<file path="config.mk">
export PLATFORM = sky130hd
export DESIGN_NAME = bridge_error_and_vc_capability_regs
export DESIGN_NICKNAME = d
export VERILOG_FILES = /design/src/bridge_err_pkg.sv /design/src/bridge_error_and_vc_capability_regs.sv
export SDC_FILE = /design/constraint.sdc
export NUM_CORES = 1
export LEC_CHECK = 0
export ABC_AREA = 1
export BUFFER_PORTS_ARGS = -buffer_cell sky130_fd_sc_hd__buf_2
export CORE_AREA = 5 5 206 208
export DETAILED_ROUTE_END_ITERATION = 8
export DIE_AREA = 0 0 211 213
export PLACE_DENSITY = 0.69
export SYNTH_ARGS = -nofsm -noshare
export SYNTH_HDL_FRONTEND = slang
export SYNTH_SLANG_ARGS = --single-unit
export TNS_END_PERCENT = 5
</file>
<file path="constraint.sdc">
create_clock -name clk -period 1.76 [get_ports clk]
set_input_delay 0.264 -clock clk [delete_from_list [all_inputs] [get_ports clk]]
set_output_delay 0.264 -clock clk [all_outputs]
set_load 0.02 [all_outputs]
</file>
<file path="src/bridge_err_pkg.sv">
package bridge_err_pkg;
  localparam logic [11:0] OFF_LINK_UNC_SEV   = 12'h10c;
  localparam logic [11:0] OFF_CORR_FLAGS     = 12'h110;
  localparam logic [11:0] OFF_CORR_MASKS     = 12'h114;
  localparam logic [11:0] OFF_ERR_CAP_CTRL   = 12'h118;
  localparam logic [11:0] OFF_LINK_HDR0      = 12'h11c;
  localparam logic [11:0] OFF_LINK_HDR1      = 12'h120;
  localparam logic [11:0] OFF_LINK_HDR2      = 12'h124;
  localparam logic [11:0] OFF_LINK_HDR3      = 12'h128;
  localparam logic [11:0] OFF_BUS_FLAGS      = 12'h12c;
  localparam logic [11:0] OFF_BUS_MASKS      = 12'h130;
  localparam logic [11:0] OFF_BUS_SEV        = 12'h134;
  localparam logic [11:0] OFF_BUS_FEP        = 12'h138;
  localparam logic [11:0] OFF_BUS_LOG0       = 12'h13c;
  localparam logic [11:0] OFF_BUS_LOG1       = 12'h140;
  localparam logic [11:0] OFF_BUS_LOG2       = 12'h144;
  localparam logic [11:0] OFF_BUS_LOG3       = 12'h148;
  localparam logic [11:0] OFF_CHAN_HDR       = 12'h150;
  localparam logic [11:0] OFF_PORT_CAP1      = 12'h154;
  localparam logic [11:0] OFF_PORT_CAP2      = 12'h158;
  localparam logic [11:0] OFF_PORT_CTRL      = 12'h15c;
  localparam logic [11:0] OFF_CH0_CAP        = 12'h160;
  localparam logic [11:0] OFF_CH0_CTRL       = 12'h164;
  localparam logic [11:0] OFF_CH0_STATE      = 12'h168;
  // Implemented bit sets, reset values, field bit positions and fixed read values
  localparam logic [31:0] CORR_FLAG_BITS     = 32'h0000_11c1;
  localparam logic [31:0] CORR_MASK_BITS     = 32'h0000_31c1;
  localparam logic [31:0] CORR_MASK_RESET    = 32'h0000_2000;
  localparam logic [31:0] LINK_SEV_BITS      = 32'h001f_c000;
  localparam logic [31:0] LINK_SEV_RESET     = 32'h0006_0000;
  localparam logic [31:0] BUS_BITS           = 32'h0000_3fef;
  localparam logic [31:0] BUS_MASK_RESET     = 32'h0000_17a8;
  localparam logic [31:0] BUS_SEV_RESET      = 32'h0000_1340;
  localparam int          FEP_LSB            = 0;
  localparam int          ECRC_GEN_CAP_BIT   = 5;
  localparam int          ECRC_GEN_EN_BIT    = 6;
  localparam int          ECRC_CHK_CAP_BIT   = 7;
  localparam int          ECRC_CHK_EN_BIT    = 8;
  localparam logic [31:0] CHAN_HDR_VALUE     = 32'h0001_0002;
  localparam logic [31:0] CH0_CTRL_VALUE     = 32'h8000_00ff;
endpackage

</file>
<file path="src/bridge_error_and_vc_capability_regs.sv">
`timescale 1ns/10ps
module bridge_error_and_vc_capability_regs
  import bridge_err_pkg::*;
(
  // Clock and resets
  input  wire logic          clk,
  input  wire logic          rst_n,
  input  wire logic          power_on_rst_n,
  // Register port
  input  wire logic [11:0]   addr,
  input  wire logic [31:0]   wdata,
  input  wire logic          wr,
  input  wire logic          rd,
  output logic      [31:0]   rdata,
  // Link side error events
  input  wire logic [31:0]   link_corr_event,
  input  wire logic [4:0]    link_unc_index,
  input  wire logic          link_unc_event,
  input  wire logic [127:0]  link_header,
  // Bus side error events
  input  wire logic [31:0]   bus_event,
  input  wire logic [35:0]   bus_attr_phase,
  input  wire logic [3:0]    bus_cmd_first,
  input  wire logic [3:0]    bus_cmd_second,
  input  wire logic [31:0]   bus_addr_first,
  input  wire logic [31:0]   bus_addr_second,
  // Control to core
  output logic               ecrc_gen_enable,
  output logic               ecrc_check_enable,
  output logic               bus_error_pending
);
  logic [31:0]  corr_flags;
  logic [31:0]  corr_masks;
  logic [31:0]  link_sev;
  logic [4:0]   link_fep;
  logic         link_logged;
  logic [127:0] link_hdr;
  logic [31:0]  bus_flags;
  logic [31:0]  bus_masks;
  logic [31:0]  bus_sev;
  logic [4:0]   bus_fep;
  logic [127:0] bus_log;
  logic [31:0]  bus_new;
  logic [4:0]   bus_first_idx;
  logic [31:0]  next_rdata;
  logic         ctrl_wr;
  logic         next_bus_load;

  // Sticky state is reset only by power-on reset; rst_n only affects the read path
  // power-on only
  always_ff @(posedge clk or negedge power_on_rst_n) begin
    if (!power_on_rst_n) begin
      corr_flags <= 32'h0000_0000;
    end else begin
      corr_flags <= ((corr_flags & ~((wr && addr == OFF_CORR_FLAGS) ? wdata : 32'h0))
                     | link_corr_event) & CORR_FLAG_BITS;
    end
  end

  always_ff @(posedge clk or negedge power_on_rst_n) begin
    if (!power_on_rst_n) begin
      corr_masks <= CORR_MASK_RESET;
    end else if (wr && addr == OFF_CORR_MASKS) begin
      corr_masks <= wdata & CORR_MASK_BITS;
    end
  end

  always_ff @(posedge clk or negedge power_on_rst_n) begin
    if (!power_on_rst_n) begin
      link_sev <= LINK_SEV_RESET;
    end else if (wr && addr == OFF_LINK_UNC_SEV) begin
      link_sev <= wdata & LINK_SEV_BITS;
    end
  end

  assign ctrl_wr = wr && addr == OFF_ERR_CAP_CTRL;

  always_ff @(posedge clk or negedge power_on_rst_n) begin
    if (!power_on_rst_n) begin
      ecrc_gen_enable   <= 1'b0;
      ecrc_check_enable <= 1'b0;
    end else if (ctrl_wr) begin
      ecrc_gen_enable   <= wdata[ECRC_GEN_EN_BIT];
      ecrc_check_enable <= wdata[ECRC_CHK_EN_BIT];
    end
  end

  // Link log stays frozen until software writes the capability word to rearm it
  // link first error
  always_ff @(posedge clk or negedge power_on_rst_n) begin
    if (!power_on_rst_n) begin
      link_fep    <= 5'h00;
      link_logged <= 1'b0;
      link_hdr    <= 128'h0;
    end else if (link_unc_event && !link_logged) begin
      link_fep    <= link_unc_index;
      link_logged <= 1'b1;
      link_hdr    <= link_header;
    end else if (ctrl_wr) begin
      link_logged <= 1'b0;
    end
  end

  assign bus_new = bus_event & BUS_BITS;

  always_comb begin
    bus_first_idx = 5'h00;
    for (int i = 13; i >= 0; i--) begin
      if (bus_new[i] && !bus_masks[i]) begin
        bus_first_idx = 5'(i);
      end
    end
  end

  assign bus_error_pending = |(bus_flags & ~bus_masks);
  assign next_bus_load     = |(bus_new & ~bus_masks) && !bus_error_pending;

  always_ff @(posedge clk or negedge power_on_rst_n) begin
    if (!power_on_rst_n) begin
      bus_flags <= 32'h0000_0000;
    end else begin
      bus_flags <= ((bus_flags & ~((wr && addr == OFF_BUS_FLAGS) ? wdata : 32'h0))
                    | bus_new) & BUS_BITS;
    end
  end

  always_ff @(posedge clk or negedge power_on_rst_n) begin
    if (!power_on_rst_n) begin
      bus_masks <= BUS_MASK_RESET;
      bus_sev   <= BUS_SEV_RESET;
    end else begin
      if (wr && addr == OFF_BUS_MASKS) begin
        bus_masks <= wdata & BUS_BITS;
      end
      if (wr && addr == OFF_BUS_SEV) begin
        bus_sev <= wdata & BUS_BITS;
      end
    end
  end

  always_ff @(posedge clk or negedge power_on_rst_n) begin
    if (!power_on_rst_n) begin
      bus_fep <= 5'h00;
      bus_log <= 128'h0;
    end else if (next_bus_load) begin
      bus_fep <= bus_first_idx;
      bus_log <= {bus_addr_second, bus_addr_first, 20'h00000,
                  bus_cmd_second, bus_cmd_first, bus_attr_phase};
    end
  end

  always_comb begin
    next_rdata = 32'h0000_0000;
    unique case (addr)
      OFF_LINK_UNC_SEV: next_rdata = link_sev;
      OFF_CORR_FLAGS:   next_rdata = corr_flags;
      OFF_CORR_MASKS:   next_rdata = corr_masks;
      OFF_ERR_CAP_CTRL: begin
        next_rdata[FEP_LSB +: 5]     = link_fep;
        next_rdata[ECRC_GEN_CAP_BIT] = 1'b1;
        next_rdata[ECRC_GEN_EN_BIT]  = ecrc_gen_enable;
        next_rdata[ECRC_CHK_CAP_BIT] = 1'b1;
        next_rdata[ECRC_CHK_EN_BIT]  = ecrc_check_enable;
      end
      OFF_LINK_HDR0:    next_rdata = link_hdr[127:96];
      OFF_LINK_HDR1:    next_rdata = link_hdr[95:64];
      OFF_LINK_HDR2:    next_rdata = link_hdr[63:32];
      OFF_LINK_HDR3:    next_rdata = link_hdr[31:0];
      OFF_BUS_FLAGS:    next_rdata = bus_flags;
      OFF_BUS_MASKS:    next_rdata = bus_masks;
      OFF_BUS_SEV:      next_rdata = bus_sev;
      OFF_BUS_FEP:      next_rdata = {27'h0, bus_fep};
      OFF_BUS_LOG0:     next_rdata = bus_log[31:0];
      OFF_BUS_LOG1:     next_rdata = bus_log[63:32];
      OFF_BUS_LOG2:     next_rdata = bus_log[95:64];
      OFF_BUS_LOG3:     next_rdata = bus_log[127:96];
      OFF_CHAN_HDR:     next_rdata = CHAN_HDR_VALUE;
      OFF_CH0_CTRL:     next_rdata = CH0_CTRL_VALUE;
      default:          next_rdata = 32'h0000_0000;
    endcase
  end

  always_ff @(posedge clk or negedge rst_n) begin
    if (!rst_n) begin
      rdata <= 32'h0000_0000;
    end else if (rd) begin
      rdata <= next_rdata;
    end else begin
      rdata <= 32'h0000_0000;
    end
  end

  // Assertions
  property p_corr_w1c;
    @(posedge clk) disable iff (!power_on_rst_n)
      (wr && addr == OFF_CORR_FLAGS && wdata[0] && !link_corr_event[0]) |=> !corr_flags[0];
  endproperty
  a_corr_w1c: assert property (p_corr_w1c) else $error("corr flag not cleared");

  property p_set_wins;
    @(posedge clk) disable iff (!power_on_rst_n)
      (link_corr_event[6]) |=> corr_flags[6];
  endproperty
  a_set_wins: assert property (p_set_wins) else $error("corr event lost");

  property p_zero_keeps;
    @(posedge clk) disable iff (!power_on_rst_n)
      (wr && addr == OFF_BUS_FLAGS && !wdata[7] && bus_flags[7]) |=> bus_flags[7];
  endproperty
  a_zero_keeps: assert property (p_zero_keeps) else $error("zero write cleared flag");

  property p_reserved4;
    @(posedge clk) disable iff (!power_on_rst_n) !bus_flags[4] && !bus_masks[4];
  endproperty
  a_reserved4: assert property (p_reserved4) else $error("reserved bit 4 set");

  property p_bus_fep_load;
    @(posedge clk) disable iff (!power_on_rst_n)
      next_bus_load |=> bus_fep == $past(bus_first_idx) && bus_log[39:36] == $past(bus_cmd_first);
  endproperty
  a_bus_fep_load: assert property (p_bus_fep_load) else $error("bus log not loaded");

  property p_log_hold;
    @(posedge clk) disable iff (!power_on_rst_n)
      bus_error_pending |=> $stable(bus_log);
  endproperty
  a_log_hold: assert property (p_log_hold) else $error("bus log overwritten");

  property p_log_rsvd;
    @(posedge clk) disable iff (!power_on_rst_n) bus_log[63:44] == 20'h00000;
  endproperty
  a_log_rsvd: assert property (p_log_rsvd) else $error("log reserved bits set");

  property p_chan_read;
    @(posedge clk) disable iff (!rst_n)
      (rd && addr == OFF_CHAN_HDR) |=> rdata == 32'h0001_0002;
  endproperty
  a_chan_read: assert property (p_chan_read) else $error("channel header wrong");

  property p_port_zero;
    @(posedge clk) disable iff (!rst_n)
      (rd && (addr == OFF_PORT_CAP1 || addr == OFF_PORT_CTRL)) |=> rdata == 32'h0;
  endproperty
  a_port_zero: assert property (p_port_zero) else $error("port channel nonzero");

  property p_cap_ones;
    @(posedge clk) disable iff (!rst_n)
      (rd && addr == OFF_ERR_CAP_CTRL) |=> rdata[5] && rdata[7] && rdata[31:9] == 23'h0;
  endproperty
  a_cap_ones: assert property (p_cap_ones) else $error("capability bits wrong");

  property p_read_one;
    @(posedge clk) disable iff (!rst_n) !rd |=> rdata == 32'h0;
  endproperty
  a_read_one: assert property (p_read_one) else $error("read data outside slot");

  property p_corr_rsvd;
    @(posedge clk) disable iff (!power_on_rst_n)
      (corr_flags & ~CORR_FLAG_BITS) == 32'h0000_0000;
  endproperty
  a_corr_rsvd: assert property (p_corr_rsvd) else $error("corr reserved flag set");

  property p_mask_write;
    @(posedge clk) disable iff (!power_on_rst_n)
      (wr && addr == OFF_CORR_MASKS) |=> corr_masks == ($past(wdata) & CORR_MASK_BITS);
  endproperty
  a_mask_write: assert property (p_mask_write) else $error("corr mask write lost");

  property p_sev_write;
    @(posedge clk) disable iff (!power_on_rst_n)
      (wr && addr == OFF_LINK_UNC_SEV) |=> link_sev == ($past(wdata) & LINK_SEV_BITS);
  endproperty
  a_sev_write: assert property (p_sev_write) else $error("link severity write lost");

  property p_ecrc_write;
    @(posedge clk) disable iff (!power_on_rst_n)
      ctrl_wr |=> ecrc_gen_enable == $past(wdata[ECRC_GEN_EN_BIT])
        && ecrc_check_enable == $past(wdata[ECRC_CHK_EN_BIT]);
  endproperty
  a_ecrc_write: assert property (p_ecrc_write) else $error("ECRC enable write lost");

  property p_link_capture;
    @(posedge clk) disable iff (!power_on_rst_n)
      (link_unc_event && !link_logged) |=> link_hdr == $past(link_header)
        && link_fep == $past(link_unc_index);
  endproperty
  a_link_capture: assert property (p_link_capture) else $error("link log not captured");

  property p_link_hold;
    @(posedge clk) disable iff (!power_on_rst_n)
      link_logged |=> $stable(link_hdr) && $stable(link_fep);
  endproperty
  a_link_hold: assert property (p_link_hold) else $error("link log overwritten");

  property p_bus_set;
    @(posedge clk) disable iff (!power_on_rst_n)
      (|bus_new) |=> (bus_flags & $past(bus_new)) == $past(bus_new);
  endproperty
  a_bus_set: assert property (p_bus_set) else $error("bus event lost");

  property p_bus_mask_write;
    @(posedge clk) disable iff (!power_on_rst_n)
      (wr && addr == OFF_BUS_MASKS) |=> bus_masks == ($past(wdata) & BUS_BITS);
  endproperty
  a_bus_mask_write: assert property (p_bus_mask_write) else $error("bus mask write lost");

  property p_bus_sev_write;
    @(posedge clk) disable iff (!power_on_rst_n)
      (wr && addr == OFF_BUS_SEV) |=> bus_sev == ($past(wdata) & BUS_BITS);
  endproperty
  a_bus_sev_write: assert property (p_bus_sev_write) else $error("bus severity write lost");

  property p_fep_hold;
    @(posedge clk) disable iff (!power_on_rst_n)
      bus_error_pending |=> $stable(bus_fep);
  endproperty
  a_fep_hold: assert property (p_fep_hold) else $error("bus pointer overwritten");

  property p_bus_rsvd;
    @(posedge clk) disable iff (!power_on_rst_n)
      ((bus_flags | bus_masks | bus_sev) & ~BUS_BITS) == 32'h0000_0000;
  endproperty
  a_bus_rsvd: assert property (p_bus_rsvd) else $error("bus reserved bit set");

  property p_ch0_read;
    @(posedge clk) disable iff (!rst_n)
      (rd && addr == OFF_CH0_CTRL) |=> rdata == 32'h8000_00ff;
  endproperty
  a_ch0_read: assert property (p_ch0_read) else $error("channel 0 control wrong");

  c_corr_clear: cover property (@(posedge clk) corr_flags[0] ##1 !corr_flags[0]);
  c_bus_load:   cover property (@(posedge clk) next_bus_load);
  c_link_log:   cover property (@(posedge clk) link_unc_event && !link_logged);
  c_ecrc_on:    cover property (@(posedge clk) ecrc_gen_enable && ecrc_check_enable);
  c_bus_clear:  cover property (@(posedge clk) bus_error_pending ##1 !bus_error_pending);
endmodule

</file>
# ---- Yosys cells after proc, flatten, opt, wreduce, memory -nomap -nowiden
# Index checks and enable logic that the tools add are counted.
dict set report word_totals {
  output_inout_bits 35
  reg_bits 338
}
dict set report op_classes {
  eq_ne 18
  bitwise 9
  muxes 20
  reduce_logical 40
}
# op count
set op_table {}
lappend op_table {{23-bit case mux with 16 select lines} 1}
lappend op_table {{12-bit by 9-bit equality test with 1-bit output (second input constant)} 18}
lappend op_table {{9-bit case mux with 17 select lines} 1}
lappend op_table {{14-bit by 32-bit AND with 32-bit output} 2}
lappend op_table {{32-bit OR reduction} 2}
lappend op_table {{5-bit 2-to-1 mux} 12}
lappend op_table {{32-bit 2-to-1 mux} 1}
lappend op_table {{14-bit inverter with 32-bit output} 1}
lappend op_table {{1-bit logical AND} 22}
lappend op_table {{1-bit logical NOT} 15}
lappend op_table {{14-bit AND} 1}
lappend op_table {{14-bit 2-to-1 mux} 1}
lappend op_table {{14-bit inverter} 1}
lappend op_table {{14-bit OR} 1}
lappend op_table {{13-bit AND} 1}
lappend op_table {{13-bit 2-to-1 mux} 1}
lappend op_table {{13-bit inverter} 1}
lappend op_table {{13-bit OR} 1}
lappend op_table {{4-bit 2-to-1 mux} 1}
lappend op_table {{1-bit 2-to-1 mux} 2}
lappend op_table {{2-bit nonzero test} 1}

# ---- Logic depth before layout (Yosys ltp)
# Gate-level depths: netlist of run 1.
dict set report logic_depth {
  depth_word 15
  ltp_mapped 14
}

# ---- Worst setup path before layout of run 1
# Ideal clock, no wire load.
dict set report synth_path {
  path_kind {reg2reg}
  start {reg bus_masks[3]}
  end {reg bus_log[100]}
  path_buffers 2
  t_arrival_ns 1.501
  setup_time_ns 0.116
  stages_incl_launch_ff 13
  slack_ns 0.143
  path_cell_list {dfstp_2 > or2_1 > nand2_1 > inv_2 > nand2_1 > nor3_2 > nand2_1 > nand2_2 > inv_4 > buf_6 > buf_6 > nand2_1 > nand2_1}
}
dict set report synth_between {
  elab_chain_len 5
  word_cells_on_any_way 7
}
# item line_no
set synth_lines {}
lappend synth_lines {{from (decl)} bridge_error_and_vc_capability_regs.sv:39} ;# logic [31:0] bus_masks;
lappend synth_lines {{from (signal assigned)} bridge_error_and_vc_capability_regs.sv:133} ;# bus_masks <= wdata & BUS_BITS;
lappend synth_lines {{14-bit inverter with 32-bit output (*)} {bridge_error_and_vc_capability_regs.sv:115, bridge_error_and_vc_capability_regs.sv:116}}
lappend synth_lines {{14-bit by 32-bit AND with 32-bit output} bridge_error_and_vc_capability_regs.sv:115} ;# assign bus_error_pending = |(bus_flags & ~bus_masks);
lappend synth_lines {{32-bit OR reduction} bridge_error_and_vc_capability_regs.sv:115}
lappend synth_lines {{1-bit logical NOT} bridge_error_and_vc_capability_regs.sv:116} ;# assign next_bus_load = |(bus_new & ~bus_masks) && !bus_error_pending;
lappend synth_lines {{1-bit logical AND (*)} bridge_error_and_vc_capability_regs.sv:116}
lappend synth_lines {{to (signal assigned)} bridge_error_and_vc_capability_regs.sv:147} ;# bus_log <= {bus_addr_second, bus_addr_first, 20'h00000,
lappend synth_lines {{to (decl)} bridge_error_and_vc_capability_regs.sv:42} ;# logic [127:0] bus_log;
# Every way passes the cells marked *; elsewhere a longest branch is shown, timed or not.
# A chain may end at the register's enable or synchronous reset.

# ---- Worst setup path after layout of run 1
dict set report layout_path {
  start {reg bus_masks[9]}
  end {out bus_error_pending}
}
dict set report layout_between {
  elab_chain_len 3
}
# item line_no
set layout_lines {}
lappend layout_lines {{14-bit inverter with 32-bit output} bridge_error_and_vc_capability_regs.sv:115}
lappend layout_lines {{14-bit by 32-bit AND with 32-bit output} bridge_error_and_vc_capability_regs.sv:115}
lappend layout_lines {{32-bit OR reduction} bridge_error_and_vc_capability_regs.sv:115}
lappend layout_lines {{to (decl)} bridge_error_and_vc_capability_regs.sv:30} ;# output logic bus_error_pending
# Every way passes these cells.

==> results summary, run 1 <==
In the post-route analysis, the smallest setup slack over all paths is -0.334 ns. Setup repair after global routing could not meet its margin everywhere. The standard cell core area came out at ~40000 sq um.

The maximum buffer depth of the clock tree is 3. The synthesized design spends more area on one cell type than any other, namely dfrtp_1. The area overhead of the layout relative to synthesis came out at 51.9%. The Yosys step of the flow raised 0 warnings. The number of top-level design ports came out at approximately 400. The worst path required time is around 1.5 ns. The number of enable flip-flop cells after synthesis came out at 0. The initial antenna violation count was 2. The number of cells traversed by the worst register-to-register path came out at 13.

The checks that failed: negative setup slack. The run finished, with violations left. The share of Yosys cell area claimed by the top area cell type is between 50% and 60%. The peak fanout along the critical path came out at 2. The net count of the mapped netlist is 2123.

The mean number of vias per cell came out at 4.97. In the synthesized netlist the dominant register cell turns out to be dfrtp_1. The routed design has 62.0 mm of wire. The net count reported at finish is 2890.

The hold path depth is 3. The floorplan step defined a die boundary enclosing between 40000 and 50000 sq um. Once layout is done, the placed cells without fillers occupy about 23000 sq um. The area of placed instances is roughly 19000 sq um. The source-to-sink clock delay at the later pin of the worst-skew pair came out at 0.56 ns. The power consumption is just over 0.02 W.

For hold timing, the worst endpoint is bus_masks[1]. Setup violations remaining at the end of the flow were counted as 112. The worst register-to-register path begins at bus_masks[9]. In this run the critical register-to-register path is captured at bus_log[6]. The critical path endpoint category is an output pin. The path class of the lowest-slack min-delay path is input port to register.

The row count came out at 74. The kind of start point of the critical path is a register. Counting flops and latches in the post-synthesis netlist gives about 340.

The clock net in this run drives a total of between 300 and 400 sinks. The final period demand of the worst path came out at approximately 2.1 ns. The proportion of layout cells with a drive suffix above 1 is 30.8%. The unique cell type count in the Yosys netlist came out at 33.

The count of maximum capacitance violations is 0. Headroom to the max-slew limit came out at approximately 64%. The clock transition at the registers of the reported paths came out at ~0.060 ns.

In this run the cell area of the synthesized design comes to approximately 15000 sq um. The count of input and output buffers is about 330. The slew of the pin with the lowest slew margin is 0.533 ns. The die span in y is 213 um. The number of pins exceeding their max-slew limit in the final report was 0. Across all register-to-register paths, the minimum setup slack is -0.18 ns. The largest vdd supply drop came out at 0.831 mV. The detailed placer's ending HPWL came out at 42.3 mm.

The filler cell count came out at around 3.4k. The TritonCTS clock tree is yes. The post-synthesis average cell area came out at roughly 9 sq um.

The share of the cycle needed by the critical path after routing came out at 119%. The count of final hold-check violations came out at 0. At the end of routability-driven placement, the weighted congestion stood at 0.931. The setup total negative slack came out at -15.12 ns.

The share of synthesized registers carrying an async set or reset came out at 100%. The detail route stage leaves a number of antenna-violating nets equal to 0. The total clock buffers created by CTS came out at 39. In the post-synthesis netlist, the cell with the most instances is nand2_1.

The synthesized instance count came out at 1768. The average wire per standard cell came out at between 15 and 20 um. The total via count after detailed routing came out at ~15k. After synthesis, the cell types taking the most area are dfrtp_1 (52%), nand2_1 (18%), mux2_2 (9.8%).

The die is between 200 and 250 um wide. The master cell of the clock root buffer is clkbuf_16. Counting instances in the post-synthesis netlist gives the leading cell types as nand2_1 (746), dfrtp_1 (323), mux2_2 (134), nor2_1 (125), inv_1 (93).

The setup path with the least slack is of type register to output pin. The startpoint of the worst hold path is wdata[1]. The number of DRC violations after detailed-routing iteration 0 is approximately 1.5k. CTS built an H-tree with a depth of 2.

The total DRC errors in the routed layout came out at 0. The final global-route overflow total is 0. The critical path arrival came out at between 1.5 and 2 ns. The starting density of the core is between 30% and 40%.

The number of detailed-route iterations in the first pass is 6. The maximum clock skew at final layout is 0.0173 ns. Power spread over the standard cell area amounts to about 870 nW/um^2. The leakage dissipation came out at about 12 nW. Entering global routing, the biggest net connects 61 pins. The total routing resource utilization after global routing is 26.9%.

The via count of the first global-routing pass came out at about 16k. The share of the Yosys chip area taken by registers is a little over half. The global-route wire length before repair is about 93 mm. The fmax is about 0.48 GHz.
## timing repair
| action | CTS | global route |
|---|---|---|
| setup endpoints to repair | 112 | 114 |
| hold buffers | 269 | 0 |
| hold endpoints to repair | 360 | 0 |
| gates resized for setup | 25 | 15 |
| pin swaps | 4 | 4 |
| gates cloned | 4 | 3 |
| setup buffers | 5 | 4 |
## per-stage QoR
step,instances,setup slack [ns],hold WS (ns),utilization (%)
6_report,3104,-0.334,0.0358,58.2
5_1_grt,3099,-0.421,0.0320,58.1
4_1_cts,3091,-0.368,0.0193,57.8
3_5_place_dp,2742,-0.438,0.208,47.3
3_3_place_gp,2742,-0.415,0.210,47.3
2_1_floorplan,1768,0.143,-0.0316,-
## layout by cell type, fill, tap and decap left out, types with 21 or more instances in the layout
master,count
a21oi_1,42
buf_4,149
nor2_1,124
o21ai_0,52
inv_1,91
mux2_2,134
clkbuf_16,42
dfrtp_1,323
nand3_1,59
o21ai_1,31
buf_12,28
buf_2,329
nand4_1,21
nand2_1,736
dlygate4sd3_1,269
## how the worst max path moves through the flow
stage	from	to	cells past startpoint	slack (ns)
2_1_floorplan	bus_masks[3]	bus_log[100]	12	0.14
3_3_place_gp	addr[7]	rdata[12]	13	-0.41
3_5_place_dp	addr[7]	rdata[12]	13	-0.44
4_1_cts	bus_masks[9]	bus_error_pending	9	-0.37
5_1_grt	bus_masks[9]	bus_error_pending	9	-0.42
6_report	bus_masks[9]	bus_error_pending	9	-0.33
## worst max-delay path, stage by stage (launching register included)
cell     delay [ns]
dfstp_2        0.53
inv_2          0.04
nand2_1        0.04
o21ai_1        0.05
nor2_1         0.10
nand2_1        0.11
nor2_2         0.14
buf_6          0.12
inv_4          0.03
buf_6          0.12
## power by group
group | internal (W) | switching, W
Clock | 0.00487 | 0.00341
Combinational | 0.00158 | 0.000977
Sequential | 0.00889 | 0.000624
Total | 0.0153 | 0.00501
## cells by family after synthesis
| group | synth area share [%] |
|---|---|
| AO/OA/AOI/OAI | 4.72 |
| buffers and inverters | 5.08 |
| flip-flops | 54.7 |
| multiplexers | 9.83 |
| AND/OR/NAND/NOR | 25.7 |
## state kept, by name, indices dropped and copies added (netlist names), 4 cells and up
register	count
link_hdr	128
bus_log	108
rdata	32
bus_flags	13
bus_masks	13
bus_sev	13
link_sev	7
corr_masks	6
corr_flags	5
link_fep	5
bus_fep	4
## cell type report
cell class	instances	area [sq um]	share of cell area, %
Clock buffer	56	1150	4.90
Inverter	107	417	1.77
Multi-Input combinational cell	1260	6290	26.8
Antenna cell	7	17.5	0.0746
Sequential cell	337	8450	36.0
Clock inverter	15	164	0.698
Tap cell	532	666	2.83
Timing Repair Buffer	790	6330	27.0
## per-layer routing
layer  up-vias  routed length, um  track usage [%]  share of wire [%]
met2       702              29200             43.7                 47
met3       184               4410             4.95                7.1
li1       7167                  -                -                  -
met4         0               2590             10.4                4.2
met5         -                  0                0                  0
met1      7371              25800             36.0                 42
(Power assumes the default switching activity.)
==> run 2: changes to the inputs <==
--- a/config.mk
+++ b/config.mk
@@ -10,7 +10,7 @@
 export CORE_AREA = 5 5 206 208
 export DETAILED_ROUTE_END_ITERATION = 8
 export DIE_AREA = 0 0 211 213
-export PLACE_DENSITY = 0.69
+export SETUP_SLACK_MARGIN = 0.3
 export SYNTH_ARGS = -nofsm -noshare
 export SYNTH_HDL_FRONTEND = slang
 export SYNTH_SLANG_ARGS = --single-unit
==> results summary, run 2 (synthesis results as in run 1) <==
The hold path depth is 3. The final period demand of the worst path is 2.12 ns. The leading cell type in the layout, fill and taps excluded is nand2_1. The clock network fraction of total power is between 30 and 40%. The proportion of layout cells with a drive suffix above 1 came out at 33.8%. The die span in y came out at between 200 and 250 um.

The register with the most flip-flops in the final layout is link_hdr. The detailed placer's ending HPWL came out at between 40 and 50 mm. The weighted congestion reported at the end of routability-driven placement is between 0.9 and 1.

The worst setup path is captured at an output pin. The setup check on the worst reg-to-reg path leaves a slack of -0.28 ns. The slew of the pin with the lowest slew margin is between 0.5 and 0.6 ns. The maximum level of the CTS H-tree came out at 2. The min-delay analysis places its worst path in the category input port to register.

The total clock buffers created by CTS came out at 40. The count of final hold-check violations is 0. In the layout the commonest cells are nand2_1 (675), buf_2 (325), dfrtp_1 (320), dlygate4sd3_1 (268), mux2_2 (134). The total via count after detailed routing is around 16k. The number of pins exceeding their max-slew limit in the final report came out at 0. The analysis attributes to net switching a power of just under 0.005 W. In this run the clock root is driven by a clkbuf_16.

The post-route cell area came out at between 20000 and 25000 sq um. The checks that failed: negative setup slack. Final hold analysis gives a worst-case slack of ~0.028 ns.

In the post-route analysis, the smallest setup slack over all paths is -0.359 ns. The worst path required time came out at around 1.5 ns. The die footprint came out at 44900 sq um. Clock skew on the completed layout was measured at 0.0145 ns. The layout has ~3.5k filler cells. The largest registers in the layout are link_hdr (128), bus_log (108), rdata (32). The setup path with the least slack is of type register to output pin. Clock latency on the worst-skew pair, taken at its later pin, is between 0.5 and 0.6 ns. The final global-route overflow total came out at 0.

The max-slew headroom at the worst pin came out at roughly 61%. The number of flip-flops under the largest register name came out at approximately 130. The via count of the first global-routing pass is 15.9k. The final setup violation count came out at around 110. The total number of clock tree sinks is about 340. Before antenna repair, the detailed router went through 5 iterations.

The share of the cycle needed by the critical path after routing is 120%. The starting density of the core is between 30% and 40%. The width of the die is between 200 and 250 um.

Setup repair after global routing could not meet its margin everywhere. The power per cell area came out at 833 nW/um^2. The total routing resource utilization after global routing came out at between 20% and 30%. The sequential cell fraction of total power came out at between 40% and 50%.

The total DRC errors in the routed layout came out at 0. The flow ran to the end, but the final reports show violations. The clock transition at the registers of the reported paths came out at approximately 0.060 ns. The first global-routing pass estimated 92.6 mm of wire.

The count of input and output buffers came out at about 330. The cell that appears most often on the critical path is buf_6. The area of placed instances came out at approximately 19000 sq um. The worst-case IR drop observed on VDD is 0.764 mV. For this block, the initial DRC count from the detailed router was approximately 1.4k. STA classifies the critical path startpoint as a register. The critical path goes through inv_2, nand2_2, o21ai_2, nor2_1, nand2_1, nor2_2, buf_6, inv_4, buf_6. The largest stage delay on the critical path is 0.54 ns. The row count is 74. The fmax is roughly 0.47 GHz. The internal cell power is ~0.015 W.

The net count reported at finish is approximately 2.9k. The critical path arrival is roughly 1.9 ns. The initial antenna violation count was 4. The number of nets with antenna violations after detailed routing is 0.

The pin count of the biggest net entering global routing is 57. After detailed placement, the design holds a cell count of around 2.7k. In this run, the combinational gates consume 13.0% of the power. The average wire per standard cell came out at around 20 um.

The area overhead of the layout relative to synthesis came out at 54.1%. The number of cells traversed by the worst register-to-register path came out at 14. The mean number of vias per cell came out at roughly 5.0. For this run, the number of standard cells in the final layout without fillers is ~3.1k.

The TritonCTS clock tree is yes. The number of top-level design ports came out at between 300 and 400. The leakage dissipation is approximately 12 nW. The standard cell core area came out at between 40000 and 50000 sq um. The peak fanout along the critical path is 2. The critical path's slowest cell is dfstp_2. The fraction of power spent switching nets is between 20 and 25%.

The count of maximum capacitance violations came out at 0. The final layout contains routed wiring with a total length of 63.3 mm. The maximum buffer depth of the clock tree is 3.
run 2: cell count changes in the layout (fill, tap and decap cells not counted), moves of 7 or more:
cell      before  now
nor2_1       124  115
buf_6          5   13
nand2_4        2   16
clkbuf_1       6   16
buf_4        149  132
buf_12        28   35
clkbuf_8      11    3
nand2_1      736  675
nand2_2       16   62
nand3_1       59   52
run 2: layout make-up:
cell class	count	area [sq um]	area share, %
diodes	5	12.5	0.0525
clock buffers	60	1130	4.73
clock inverters	9	55.1	0.231
inverters	107	422	1.77
multi-input cells	1260	6640	27.9
flip-flops and latches	337	8450	35.5
well taps	532	666	2.79
repair buffers	786	6450	27.1
run 2: final timing paths:
| check | from | endpoint |
|---|---|---|
| max | bus_masks[9] | bus_error_pending |
| max in group asynchronous | power_on_rst_n | link_sev[18] |
| min | wdata[10] | bus_masks[10] |
| max reg2reg | bus_masks[9] | bus_log[120] |
| min reg2reg | bus_log[15] | bus_log[15] |
| min in group asynchronous | power_on_rst_n | link_hdr[8] |
run 2: power groups by stage:
| stage | logic, W | clock network [W] | registers, W |
|---|---|---|---|
| after floorplan | 0.00119 | 0 | 0.00939 |
| after global placement | 0.00197 | 0 | 0.00954 |
| after detailed placement | 0.00204 | 0 | 0.00960 |
| after CTS | 0.00254 | 0.00787 | 0.00946 |
| after global routing | 0.00282 | 0.00819 | 0.00961 |
| final | 0.00259 | 0.00778 | 0.00949 |
run 2: through the flow:
| stage | total power, W | setup WS, ns | utilization [%] | setup TNS [ns] |
|---|---|---|---|---|
| 6_report | 0.0199 | -0.359 | 59.0 | -24.42 |
| 5_1_grt | 0.0206 | -0.443 | 59.0 | -35.49 |
| 4_1_cts | 0.0199 | -0.372 | 57.7 | -18.40 |
| 3_5_place_dp | 0.0116 | -0.432 | 47.4 | -39.25 |
| 3_3_place_gp | 0.0115 | -0.390 | 47.4 | -32.35 |
| 2_1_floorplan | 0.0106 | 0.143 | - | 0 |
run 2: routing by layer:
layer  up-vias  track usage, %  share of wire [%]
li1       7159               -                  -
met1      7485            36.8                 42
met2       718            42.4                 46
met3       165            5.80                7.8
met4         0            9.90                4.3
met5         -               0                  0
run 2: what timing repair did:
| item | in CTS | in global routing |
|---|---|---|
| endpoints found under the hold margin | 336 | 0 |
| setup buffers | 6 | 2 |
| gates resized for setup | 71 | 100 |
| pin swaps | 17 | 39 |
| setup endpoints to repair | 174 | 165 |
| hold buffers | 268 | 0 |
| gates cloned | 3 | 7 |
run 2: critical path, delay by kind of cell, from the launching register on:
kind / cells / cell delay, ns
buf+inv: 4 / 0.32
flops: 1 / 0.54
simple gates: 4 / 0.40
compound gates: 1 / 0.05
